<file path="src/design/sync_osc_offset_iq_pkg.sv">
package sync_osc_offset_iq_pkg;

    // ------------------------------------------------------------
    // Register offsets
    // ------------------------------------------------------------
    localparam logic [4:0] ADDR_SYNC_SOURCE_CONTROL = 5'h05;
    localparam logic [4:0] ADDR_FIXED_SAMPLE_LOW    = 5'h06;
    localparam logic [4:0] ADDR_FIXED_SAMPLE_HIGH   = 5'h07;
    localparam logic [4:0] ADDR_DATAPATH_BYPASS     = 5'h08;
    localparam logic [4:0] ADDR_OSC_FREQ_BYTE0      = 5'h09;
    localparam logic [4:0] ADDR_OSC_FREQ_BYTE1      = 5'h0a;
    localparam logic [4:0] ADDR_OSC_FREQ_BYTE3      = 5'h0b;
    localparam logic [4:0] ADDR_OSC_FREQ_BYTE2      = 5'h0c;
    localparam logic [4:0] ADDR_OSC_PHASE_BYTE0     = 5'h0d;
    localparam logic [4:0] ADDR_OSC_PHASE_BYTE1     = 5'h0e;
    localparam logic [4:0] ADDR_CHAN_A_OFFSET_LOW   = 5'h0f;
    localparam logic [4:0] ADDR_CHAN_B_OFFSET_LOW   = 5'h10;
    localparam logic [4:0] ADDR_CHAN_A_OFFSET_HIGH  = 5'h11;
    localparam logic [4:0] ADDR_CHAN_B_OFFSET_HIGH  = 5'h12;
    localparam logic [4:0] ADDR_IQ_GAIN_A_LOW       = 5'h13;
    localparam logic [4:0] ADDR_IQ_GAIN_B_LOW       = 5'h14;
    localparam logic [4:0] ADDR_IQ_PHASE_LOW        = 5'h15;
    localparam logic [4:0] ADDR_IQ_PHASE_GAIN_HIGH  = 5'h16;
    localparam logic [4:0] ADDR_FIRST               = ADDR_SYNC_SOURCE_CONTROL;
    localparam logic [4:0] ADDR_LAST                = ADDR_IQ_PHASE_GAIN_HIGH;

    // ------------------------------------------------------------
    // Reset values
    // ------------------------------------------------------------
    localparam logic [7:0] RESET_DEFAULT       = 8'h00;
    localparam logic [7:0] RESET_OSC_FREQ_BYTE2 = 8'h40;

    // ------------------------------------------------------------
    // Field positions
    // ------------------------------------------------------------
    localparam int BIT_DIVIDER_RESTART   = 7;
    localparam int BIT_OSC_CLEAR         = 6;
    localparam int BIT_COARSE_MIX_RESTART = 5;
    localparam int SYNC_SEL_MSB          = 4;
    localparam int SYNC_SEL_LSB          = 2;
    localparam logic [7:0] MASK_CHAN_A_OFFSET_HIGH = 8'hfc;
    localparam logic [7:0] MASK_CHAN_B_OFFSET_HIGH = 8'hf8;

    // ------------------------------------------------------------
    // Buffer sync source codes
    // ------------------------------------------------------------
    localparam logic [2:0] SYNC_TX_ENABLE    = 3'h0;
    localparam logic [2:0] SYNC_PHASE_STROBE = 3'h1;
    localparam logic [2:0] SYNC_B_SAMPLE     = 3'h2;
    localparam logic [2:0] SYNC_PORT_B_MSB   = 3'h3;
    localparam logic [2:0] SYNC_PORT_A_ONCE  = 3'h4;
    localparam logic [2:0] SYNC_SOFTWARE     = 3'h5;
    localparam logic [2:0] SYNC_OFF          = 3'h6;
    localparam logic [2:0] SYNC_ON           = 3'h7;

    // ------------------------------------------------------------
    // Carriers
    // ------------------------------------------------------------
    typedef struct packed {
        logic       wr;
        logic       rd;
        logic [4:0] addr;
        logic [7:0] data;
    } reg_req_t;

    typedef struct packed {
        logic divider_restart;
        logic osc_clear;
        logic coarse_mix_restart;
        logic buffer_init;
    } sync_pulse_t;

endpackage

</file>
<file path="src/design/sync_osc_offset_iq_regs.sv">
`timescale 1ns/1ns
// Contract
// RQ1: Divider restart bit set: phase strobe rising edge restarts clock dividers.
// RQ2: Oscillator clear bit set: phase strobe rising edge clears phase accumulator.
// RQ3: Coarse mix restart bit set: phase strobe rising edge restarts mixer sequence.
// RQ4: Rising edge of chosen buffer sync source initialises both buffer pointers.
// RQ5: Select 000 transmit enable, 001 strobe, 010 B flag, 011 port B msb.
// RQ6: Select 100 syncs once on first port A msb rising edge only.
// RQ7: Select 101 syncs from a software register write.
// RQ8: Select 110 holds source inactive, 111 holds it active.
// RQ9: Fixed sample low byte from 0x06, high byte from 0x07.
// RQ10: Software leaves bypass mask at 0x08 at its reset value.
// RQ11: Frequency word bytes from 0x09, 0x0A, 0x0C, 0x0B, low to high.
// RQ12: Phase offset word low byte 0x0D, high byte 0x0E.
// RQ13: Channel A offset: 7:0 from 0x0F, 12:8 in top five bits of 0x11.
// RQ14: Channel B offset: 7:0 from 0x10, 12:8 in top five bits of 0x12.
// RQ15: Offset B, offset A high, IQ words shadowed until 0x0F written.
// RQ16: IQ gain A low byte from 0x13, IQ gain B low byte from 0x14.
// RQ17: IQ phase low byte from 0x15.
// RQ18: 0x16 holds IQ phase 9:8, gain A 10:8, gain B 10:8, top down.
// RQ19: Fixed sample select replaces both converter inputs with the fixed sample.
// RQ20: Sync edges found by sampling source and comparing with previous sample.
module sync_osc_offset_iq_regs (
    input  wire logic                                clk,
    input  wire logic                                rst_b,
    input  wire sync_osc_offset_iq_pkg::reg_req_t    req,
    output logic [7:0]                               rd_data,
    output logic                                     rd_valid,
    input  wire logic                                tx_enable,
    input  wire logic                                phase_strobe,
    input  wire logic                                b_sample_flag,
    input  wire logic [15:0]                         port_a_data,
    input  wire logic [15:0]                         port_b_data,
    input  wire logic                                fixed_sample_sel,
    output logic [15:0]                              conv_a_data,
    output logic [15:0]                              conv_b_data,
    output sync_osc_offset_iq_pkg::sync_pulse_t      sync_pulse,
    output logic [7:0]                               bypass_mask,
    output logic [31:0]                              osc_freq,
    output logic [15:0]                              osc_phase,
    output logic [12:0]                              chan_a_offset,
    output logic [12:0]                              chan_b_offset,
    output logic [10:0]                              iq_gain_a,
    output logic [10:0]                              iq_gain_b,
    output logic [9:0]                               iq_phase
);
    import sync_osc_offset_iq_pkg::*;

    // ------------------------------------------------------------
    // Decode helpers
    // ------------------------------------------------------------

    // Address belongs to this bank
    function automatic logic is_mapped(input logic [4:0] addr);
        is_mapped = (addr >= ADDR_FIRST) && (addr <= ADDR_LAST);
    endfunction

    // Bits that hold storage at each address
    function automatic logic [7:0] field_mask(input logic [4:0] addr);
        if (addr == ADDR_CHAN_A_OFFSET_HIGH) begin
            field_mask = MASK_CHAN_A_OFFSET_HIGH;
        end else if (addr == ADDR_CHAN_B_OFFSET_HIGH) begin
            field_mask = MASK_CHAN_B_OFFSET_HIGH;
        end else begin
            field_mask = 8'hff;
        end
    endfunction

    // Value after reset at each address
    function automatic logic [7:0] reset_value(input logic [4:0] addr);
        if (addr == ADDR_OSC_FREQ_BYTE2) begin
            reset_value = RESET_OSC_FREQ_BYTE2;
        end else begin
            reset_value = RESET_DEFAULT;
        end
    endfunction

    // ------------------------------------------------------------
    // Register storage (software view, shadows included)
    // ------------------------------------------------------------
    logic [7:0]  regs_reg [0:31];
    logic        wr_hit;
    logic        commit;

    assign wr_hit = req.wr && is_mapped(req.addr);
    assign commit = req.wr && (req.addr == ADDR_CHAN_A_OFFSET_LOW);   // see RQ15

    // One byte per address; bits outside field_mask kept at zero
    genvar gi;
    generate
        for (gi = 0; gi < 32; gi++) begin : g_byte
            localparam logic [4:0] A = 5'(gi);
            if ((gi >= int'(ADDR_FIRST)) && (gi <= int'(ADDR_LAST))) begin : g_live
                always_ff @(posedge clk) begin
                    if (!rst_b) begin
                        regs_reg[gi] <= reset_value(A);
                    end else if (wr_hit && (req.addr == A)) begin
                        regs_reg[gi] <= req.data & field_mask(A);   // see RQ13
                    end
                end
            end else begin : g_none
                always_ff @(posedge clk) begin
                    regs_reg[gi] <= 8'h00;
                end
            end
        end
    endgenerate

    // ------------------------------------------------------------
    // Read port
    // ------------------------------------------------------------

    // Read answer one cycle after request; unmapped reads give zero
    always_ff @(posedge clk) begin
        if (!rst_b) begin
            rd_data  <= 8'h00;
            rd_valid <= 1'b0;
        end else begin
            rd_valid <= req.rd;
            if (req.rd) begin
                rd_data <= is_mapped(req.addr) ? regs_reg[req.addr] : 8'h00;
            end
        end
    end

    // ------------------------------------------------------------
    // Direct-acting words
    // ------------------------------------------------------------
    logic [15:0] fixed_sample;

    assign fixed_sample = {regs_reg[ADDR_FIXED_SAMPLE_HIGH],
                           regs_reg[ADDR_FIXED_SAMPLE_LOW]};                // see RQ9
    assign bypass_mask  = regs_reg[ADDR_DATAPATH_BYPASS];                   // see RQ10
    assign osc_freq     = {regs_reg[ADDR_OSC_FREQ_BYTE3],
                           regs_reg[ADDR_OSC_FREQ_BYTE2],
                           regs_reg[ADDR_OSC_FREQ_BYTE1],
                           regs_reg[ADDR_OSC_FREQ_BYTE0]};                  // see RQ11
    assign osc_phase    = {regs_reg[ADDR_OSC_PHASE_BYTE1],
                           regs_reg[ADDR_OSC_PHASE_BYTE0]};                 // see RQ12

    // ------------------------------------------------------------
    // Shadowed words, loaded on channel A offset low write
    // ------------------------------------------------------------
    logic [7:0] a_high;
    logic [7:0] b_high;
    logic [7:0] iq_high;

    assign a_high  = regs_reg[ADDR_CHAN_A_OFFSET_HIGH];
    assign b_high  = regs_reg[ADDR_CHAN_B_OFFSET_HIGH];
    assign iq_high = regs_reg[ADDR_IQ_PHASE_GAIN_HIGH];

    // Active copies used by the datapath
    always_ff @(posedge clk) begin
        if (!rst_b) begin
            chan_a_offset <= 13'h0000;
            chan_b_offset <= 13'h0000;
            iq_gain_a     <= 11'h000;
            iq_gain_b     <= 11'h000;
            iq_phase      <= 10'h000;
        end else if (commit) begin                                          // see RQ15
            chan_a_offset <= {a_high[7:3], req.data};                       // see RQ13
            chan_b_offset <= {b_high[7:3], regs_reg[ADDR_CHAN_B_OFFSET_LOW]}; // see RQ14
            iq_gain_a     <= {iq_high[5:3], regs_reg[ADDR_IQ_GAIN_A_LOW]};  // see RQ16
            iq_gain_b     <= {iq_high[2:0], regs_reg[ADDR_IQ_GAIN_B_LOW]};  // see RQ18
            iq_phase      <= {iq_high[7:6], regs_reg[ADDR_IQ_PHASE_LOW]};   // see RQ17
        end
    end

    // ------------------------------------------------------------
    // Converter input selection
    // ------------------------------------------------------------

    // Fixed sample replaces both paths when selected
    always_ff @(posedge clk) begin
        if (!rst_b) begin
            conv_a_data <= 16'h0000;
            conv_b_data <= 16'h0000;
        end else begin
            conv_a_data <= fixed_sample_sel ? fixed_sample : port_a_data;   // see RQ19
            conv_b_data <= fixed_sample_sel ? fixed_sample : port_b_data;   // see RQ19
        end
    end

    // ------------------------------------------------------------
    // Phase strobe edge and restarts
    // ------------------------------------------------------------
    logic [7:0] ctl;
    logic [2:0] sync_sel;
    logic       strobe_now_reg;
    logic       strobe_prev_reg;
    logic       strobe_rise;

    assign ctl         = regs_reg[ADDR_SYNC_SOURCE_CONTROL];
    assign sync_sel    = ctl[SYNC_SEL_MSB:SYNC_SEL_LSB];
    assign strobe_rise = strobe_now_reg && !strobe_prev_reg;                // see RQ20

    // Strobe sample and previous sample
    always_ff @(posedge clk) begin
        if (!rst_b) begin
            strobe_now_reg  <= 1'b0;
            strobe_prev_reg <= 1'b0;
        end else begin
            strobe_now_reg  <= phase_strobe;
            strobe_prev_reg <= strobe_now_reg;
        end
    end

    // Restart pulses gated by their enable bits
    always_ff @(posedge clk) begin
        if (!rst_b) begin
            sync_pulse.divider_restart    <= 1'b0;
            sync_pulse.osc_clear          <= 1'b0;
            sync_pulse.coarse_mix_restart <= 1'b0;
        end else begin
            sync_pulse.divider_restart    <= strobe_rise && ctl[BIT_DIVIDER_RESTART];    // see RQ1
            sync_pulse.osc_clear          <= strobe_rise && ctl[BIT_OSC_CLEAR];          // see RQ2
            sync_pulse.coarse_mix_restart <= strobe_rise && ctl[BIT_COARSE_MIX_RESTART]; // see RQ3
        end
    end

    // ------------------------------------------------------------
    // Buffer sync source
    // ------------------------------------------------------------
    logic port_a_msb;
    logic port_b_msb;
    logic sw_sync_reg;
    logic once_done_reg;
    logic src_level;
    logic src_now_reg;
    logic src_prev_reg;
    logic src_rise;

    assign port_a_msb = port_a_data[15];
    assign port_b_msb = port_b_data[15];
    assign src_rise   = src_now_reg && !src_prev_reg;                       // see RQ20

    // Software sync: write of the control byte carrying code 101
    always_ff @(posedge clk) begin
        if (!rst_b) begin
            sw_sync_reg <= 1'b0;
        end else begin
            sw_sync_reg <= req.wr && (req.addr == ADDR_SYNC_SOURCE_CONTROL)
                           && (req.data[SYNC_SEL_MSB:SYNC_SEL_LSB] == SYNC_SOFTWARE); // see RQ7
        end
    end

    // One-shot latch; rearmed by a control write, the catch wins
    always_ff @(posedge clk) begin
        if (!rst_b) begin
            once_done_reg <= 1'b0;
        end else if (src_rise && (sync_sel == SYNC_PORT_A_ONCE)) begin
            once_done_reg <= 1'b1;                                          // see RQ6
        end else if (req.wr && (req.addr == ADDR_SYNC_SOURCE_CONTROL)) begin
            once_done_reg <= 1'b0;
        end
    end

    // Source selection
    always_comb begin
        unique case (sync_sel)
            SYNC_TX_ENABLE:    src_level = tx_enable;                       // see RQ5
            SYNC_PHASE_STROBE: src_level = phase_strobe;                    // see RQ5
            SYNC_B_SAMPLE:     src_level = b_sample_flag;                   // see RQ5
            SYNC_PORT_B_MSB:   src_level = port_b_msb;                      // see RQ5
            SYNC_PORT_A_ONCE:  src_level = port_a_msb && !once_done_reg;    // see RQ6
            SYNC_SOFTWARE:     src_level = sw_sync_reg;                     // see RQ7
            SYNC_OFF:          src_level = 1'b0;                            // see RQ8
            SYNC_ON:           src_level = 1'b1;                            // see RQ8
        endcase
    end

    // Source sample, previous sample and pointer init pulse
    always_ff @(posedge clk) begin
        if (!rst_b) begin
            src_now_reg            <= 1'b0;
            src_prev_reg           <= 1'b0;
            sync_pulse.buffer_init <= 1'b0;
        end else begin
            src_now_reg            <= src_level;
            src_prev_reg           <= src_now_reg;
            sync_pulse.buffer_init <= src_rise;                             // see RQ4
        end
    end

endmodule

</file>
<file path="config.mk">
export PLATFORM = sky130hd
export DESIGN_NAME = sync_osc_offset_iq_regs
export DESIGN_NICKNAME = d
export VERILOG_FILES = /design/src/design/sync_osc_offset_iq_pkg.sv /design/src/design/sync_osc_offset_iq_regs.sv
export SDC_FILE = /design/constraint.sdc
export NUM_CORES = 1
export LEC_CHECK = 0
export BUFFER_PORTS_ARGS = -buffer_cell sky130_fd_sc_hd__buf_4
export CAP_MARGIN = 10
export CORE_MARGIN = 3
export CORE_UTILIZATION = 50
export CTS_CLUSTER_SIZE = 40
export DETAILED_ROUTE_END_ITERATION = 16
export PLACE_DENSITY_LB_ADDON = 0.05
export SLEW_MARGIN = 20
export SYNTH_ARGS = -nofsm -noshare
export SYNTH_HDL_FRONTEND = slang
export SYNTH_SLANG_ARGS = --single-unit
</file>
<file path="constraint.sdc">
create_clock -name clk -period 2.21 [get_ports clk]
set_clock_uncertainty 0.2 [all_clocks]
set_input_delay 0 -clock clk [delete_from_list [all_inputs] [get_ports clk]]
set_output_delay 0 -clock clk [all_outputs]
set_load 0.005 [all_outputs]
</file>
==> results of run 1 <==
[area by class of cell]
type                            count  area (sq um)
Clock inverter                      6         57.56
Tap cell                          270         337.8
Clock buffer                       42         859.6
Fill cell                        1463          6027
Inverter                            6         23.77
Timing Repair Buffer              349          2944
Sequential cell                   248          6356
Multi-Input combinational cell    646          3759
[logic make-up after synthesis]
| kind of cell | after synthesis | share of synthesized area (%) |
|---|---|---|
| buffers and inverters | 69 | 3.318 |
| AO/OA/AOI/OAI | 159 | 9.235 |
| flip-flops | 248 | 60.85 |
| multiplexers | 51 | 6.037 |
| AND/OR/NAND/NOR | 436 | 20.57 |
[Yosys cell counts (12+ instances only)]
library cell	instances	area, sq um
a21oi_1	103	515.5
a221oi_1	12	105.1
and2_1	116	725.7
and3_1	13	81.33
buf_2	13	65.06
buf_4	13	97.59
clkbuf_1	32	120.1
dfxtp_1	109	2182
edfxtp_1	139	4174
mux2i_1	33	330.3
nand2_1	182	683.2
nand2b_1	39	244.0
nor2_1	53	198.9
[repair_timing]
item,in CTS,in global routing
hold endpoints to repair,238,0
hold buffers,122,0
endpoints found under the setup margin,0,49
gates resized for setup,0,4
[path summary, 6_finish.rpt]
| kind | startpoint | to | slack [ps] | cells after the start |
|---|---|---|---|---|
| setup / recovery | regs_reg[10][6] | rd_data[6] | 80 | 6 |
| hold / removal | req[9] | rd_data[4] | 30 | 4 |
| setup reg to reg | regs_reg[10][6] | rd_data[6] | 80 | 6 |
| hold reg to reg | src_prev_reg | sync_pulse[0] | 230 | 1 |
[per-layer routing]
layer  GRT usage [%]  part of all wire [%]
met5               0                     0
met4           7.091                   2.6
met3           5.298                   8.5
met2           46.31                    47
met1           38.80                    42
[power breakdown]
group          leakage, nW  switching, mW  internal, mW
clock network        0.453           1.79          2.78
logic                 3.09          0.543         0.526
registers             2.21          0.146          5.08
[through the flow]
step | hold slack (ps) | area (sq um)
2_1_floorplan | -78.29 | 10450
3_3_place_gp | 14.90 | 12190
3_5_place_dp | 19.32 | 12190
4_1_cts | 5.105 | 14330
5_1_grt | 73.98 | 14340
6_report | 31.62 | 14340
[worst min-delay path, cell delays in order]
cell and delay [ps]:
buf_4 280, o31ai_1 130, a31oi_1 200, a221oi_2 80
==> qor.csv, run 1 <==
metric,value,unit
fin crit share,96.47,%
Slew HR,45.73,%
Area Growth Syn to Fin,37.25,%
clock insertion delay at the later pin of the skew report,530,ps
PnR worst setup slack,77.99,ps
CTS H-Tree Depth,1,
CTS tree,yes,
Leakage Power,5.762,nW
share of layout cells above drive strength 1,23.21,%
synthesized netlist cell count,963,
Top delay family on crit path,buffers and inverters,
postcts setup bufs,0,
Iteration-0 DRC Markers,862,
prevailing post-synth register cell,edfxtp_1,
nets,1330,
Tmin final,2132,ps
Port Buffer Count,211,
Worst Path Required,2400,ps
slowest cell on the critical path,dlygate4sd3_1,
final core area utilization,70.40,%
sequential element share of the synthesized area,60.85,%
clk root buf,clkbuf_16,
max FFs per register,139,
synthesized flop and latch total,248,
die width,150.5,um
Residual DRC,0,
status,"complete, no violations",
CP arrival,2320,ps
"commonest non-fill, non-tap cell in the layout",buf_4,
Tot GR Track Use,28.16,%
RSZ-0062 raised after global routing,false,
distinct cell type count after synthesis,54,
Initial Util,51.30,%
number of placed cells counting well taps,1397,
Ys Warns,0,
Max Fanout on Critical Path,2,
final setup vio count,0,
"CTS clk-pin slew, worst paths",60,ps
Worst Setup End Kind,flip-flop,
total CTS buffers,26,
Pre-antenna DRT Iters,5,
Startpoint Class,flip-flop,
first-pass GRT wire length,48380,um
Max Cap Viol,0,
largest net degree at the start of global routing,66,
CORE AREA,20360,sq um
gpl congestion,0.9131,
# rows,52,
CTS Buffer Depth,3,
Mapped Nets,1016,
final count of pins violating max slew,0,
count of flip-flops with a built-in enable after synthesis,139,
setup_tns,0,ps
routed vias,8633,
Max Freq,469.0,MHz
worst-margin pin slew,812.4,ps
pre-CTS setup slack,270.8,ps
n_diodes,0,
synthesized area,10450,sq um
Vias/cell,5.509,
Worst path max stage delay,570,ps
drt total wl,32930,um
grt ovf,0,
vias in the first global route,8343,
initial antenna violation count,0,
Syn Area/Cell,10.85,sq um
total power,10.86,mW
I/O Pins,212,
worst min path class,primary input to flip-flop,
most frequent cells in the layout,"225 x buf_4, 182 x nand2_1, 139 x edfxtp_1, 121 x dlygate4sd3_1, 116 x and2_1",
VDD IR max,0.0005694,V
Non-Filler Instances,1567,
CP Cell Sequence,mux4_2 -> nand2_1 -> nand2_1 -> nand2_1 -> dlygate4sd3_1 -> a211oi_1,
Crit path buffers/inverters,1,
CTS sink count,248,
Final Hold Viols,0,
DP Wirelength,20820,um
routed len/inst,21.01,um
most frequent CP cell,nand2_1,
kind of critical path,flip-flop to flip-flop,
Die Ht,150.5,um
Die Area,22660,sq um
ys async rst share,0,%
PwrDens,757.5,nW/um^2
Post-DRT Antenna Nets,0,
Power figures use the tool's default switching activity.
==> run 2: changes to the inputs <==
--- a/config.mk
+++ b/config.mk
@@ -7,8 +7,10 @@
 export LEC_CHECK = 0
 export BUFFER_PORTS_ARGS = -buffer_cell sky130_fd_sc_hd__buf_4
 export CAP_MARGIN = 10
+export CELL_PAD_IN_SITES_DETAIL_PLACEMENT = 2
+export CELL_PAD_IN_SITES_GLOBAL_PLACEMENT = 2
 export CORE_MARGIN = 3
-export CORE_UTILIZATION = 50
+export CORE_UTILIZATION = 35
 export CTS_CLUSTER_SIZE = 40
 export DETAILED_ROUTE_END_ITERATION = 16
 export PLACE_DENSITY_LB_ADDON = 0.05
==> qor.csv, run 2 (synthesis results as in run 1) <==
metric,value,unit,change
nets,1334,,was 1330
total CTS buffers,28,,was 26
clk root buf,clkbuf_16,,unchanged
Slew HR,52.17,%,was 45.73%
VDD IR max,0.0005395,V,was 0.0005694 V
Iteration-0 DRC Markers,663,,was 862
Vias/cell,5.277,,was 5.509
initial antenna violation count,1,,was 0
Finished Cell Area,14480,sq um,was 14340 sq um
Tot GR Track Use,27.34,%,was 28.16%
placed inst area,12360,sq um,was 12190 sq um
Initial Util,35.91,%,was 51.30%
Final Hold Viols,0,,unchanged
"commonest non-fill, non-tap cell in the layout",buf_4,,unchanged
CTS tree,yes,,unchanged
Pre-antenna DRT Iters,5,,unchanged
Die Ht,178.8,um,was 150.5 um
fin crit share,96.43,%,was 96.47%
GR Util met3,3.283,%,was 5.298%
die width,178.8,um,was 150.5 um
I/O Pins,212,,unchanged
CTS sink count,248,,unchanged
final setup vio count,0,,unchanged
Max Fanout on Critical Path,22,,was 2
GR peak layer,met2,,unchanged
R2R setup slack,160,ps,was 80 ps
status,"complete, no violations",,unchanged
final count of pins violating max slew,0,,unchanged
CP arrival,2340,ps,was 2320 ps
Startpoint Class,primary input,,was flip-flop
CTS Buffer Depth,3,,unchanged
Port Buffer Count,211,,unchanged
grt ovf,0,,unchanged
worst reg2reg startpoint,regs_reg[12][6],,was regs_reg[10][6]
first-pass GRT wire length,64650,um,was 48380 um
grt met1 use,34.63,%,was 38.80%
worst hold slack,66.90,ps,was 31.62 ps
CTS H-Tree Depth,1,,unchanged
Max Cap Viol,0,,unchanged
Worst Setup End Kind,flip-flop,,unchanged
most frequent cells in the layout,"228 x buf_4, 182 x nand2_1, 139 x edfxtp_1, 118 x dlygate4sd3_1, 116 x and2_1",,"was 225 x buf_4, 182 x nand2_1, 139 x edfxtp_1, 121 x dlygate4sd3_1, 116 x and2_1"
share of layout cells above drive strength 1,23.48,%,was 23.21%
crit path from,rst_b,,was regs_reg[10][6]
total power,10.93,mW,was 10.86 mW
Worst Path Required,2420,ps,was 2400 ps
routed vias,8907,,was 8633
Post-DRT Antenna Nets,0,,unchanged
gpl congestion,0.8104,,was 0.9131
Die Area,31960,sq um,was 22660 sq um
Max Freq,469.3,MHz,was 469.0 MHz
Residual DRC,0,,unchanged
largest net degree at the start of global routing,66,,unchanged
worst min path class,primary input to flip-flop,,unchanged
vias in the first global route,9729,,was 8343
PwrDens,755.2,nW/um^2,was 757.5 nW/um^2
Area Growth Syn to Fin,38.60,%,was 37.25%
routed len/inst,26.24,um,was 21.01 um
worst-margin pin slew,715.9,ps,was 812.4 ps
Tmin final,2131,ps,was 2132 ps
GRT met2 Usage,49.61,%,was 46.31%
CORE AREA,29090,sq um,was 20360 sq um
DP Wirelength,26600,um,was 20820 um
clock insertion delay at the later pin of the skew report,540,ps,was 530 ps
max FFs per register,139,,unchanged
"CTS clk-pin slew, worst paths",70,ps,was 60 ps
Leakage Power,5.766,nW,was 5.762 nW
kind of critical path,primary input to flip-flop,,was flip-flop to flip-flop
Hold Path Origin,req[9],,unchanged
drt total wl,44300,um,was 32930 um
setup_tns,0,ps,unchanged
# rows,62,,was 52
-- run 2: per-layer routing --
layer / routed length, um / share of wire [%] / vias to the layer above
li1: - / - / 3986
met1: 18420 / 42 / 4576
met2: 22860 / 52 / 285
met3: 1972 / 4.5 / 60
met4: 1046 / 2.4 / 0
met5: 0 / 0 / -
-- run 2: critical path: stages --
cell	delay, ps
dlygate4sd3_1	540
buf_4	220
inv_4	240
buf_4	340
buf_6	260
a21oi_2	80
dlygate4sd3_1	630
-- run 2: worst paths after layout --
| kind | to | cells past startpoint |
|---|---|---|
| hold / removal | regs_reg[10][4] | 5 |
| setup / recovery | conv_b_data[3] | 7 |
| hold reg to reg | sync_pulse[0] | 1 |
| setup reg to reg | rd_data[6] | 6 |
-- run 2: cell type report --
cell class	instances	area, sq um
Antenna cell	1	2.502
Clock buffer	39	824.5
Clock inverter	13	58.81
Fill cell	2944	14610
Inverter	6	25.02
Multi-Input combinational cell	646	3769
Sequential cell	248	6356
Tap cell	384	480.5
Timing Repair Buffer	351	2963
-- run 2: metrics by stage --
stage          worst slack, ps  utilization (%)  std cells
2_1_floorplan            544.0                -        963
6_report                 78.98            49.77       1688
3_5_place_dp             165.0            42.49       1515
3_3_place_gp             299.8            42.49       1515
4_1_cts                  47.49            49.59       1685
5_1_grt                 -3.148            49.77       1688
-- run 2: power breakdown --
| part | switching, mW | internal, mW |
|---|---|---|
| clock | 1.95 | 2.59 |
| combinational | 0.607 | 0.530 |
| sequential | 0.178 | 5.08 |
| total | 2.73 | 8.20 |
-- run 2: repair_timing --
action                                 CTS  global route
hold buffers                           118             0
buffers inserted                         0             1
endpoints found under the hold margin  256             0
resized for setup                        0             9
setup endpoints to repair                0            17
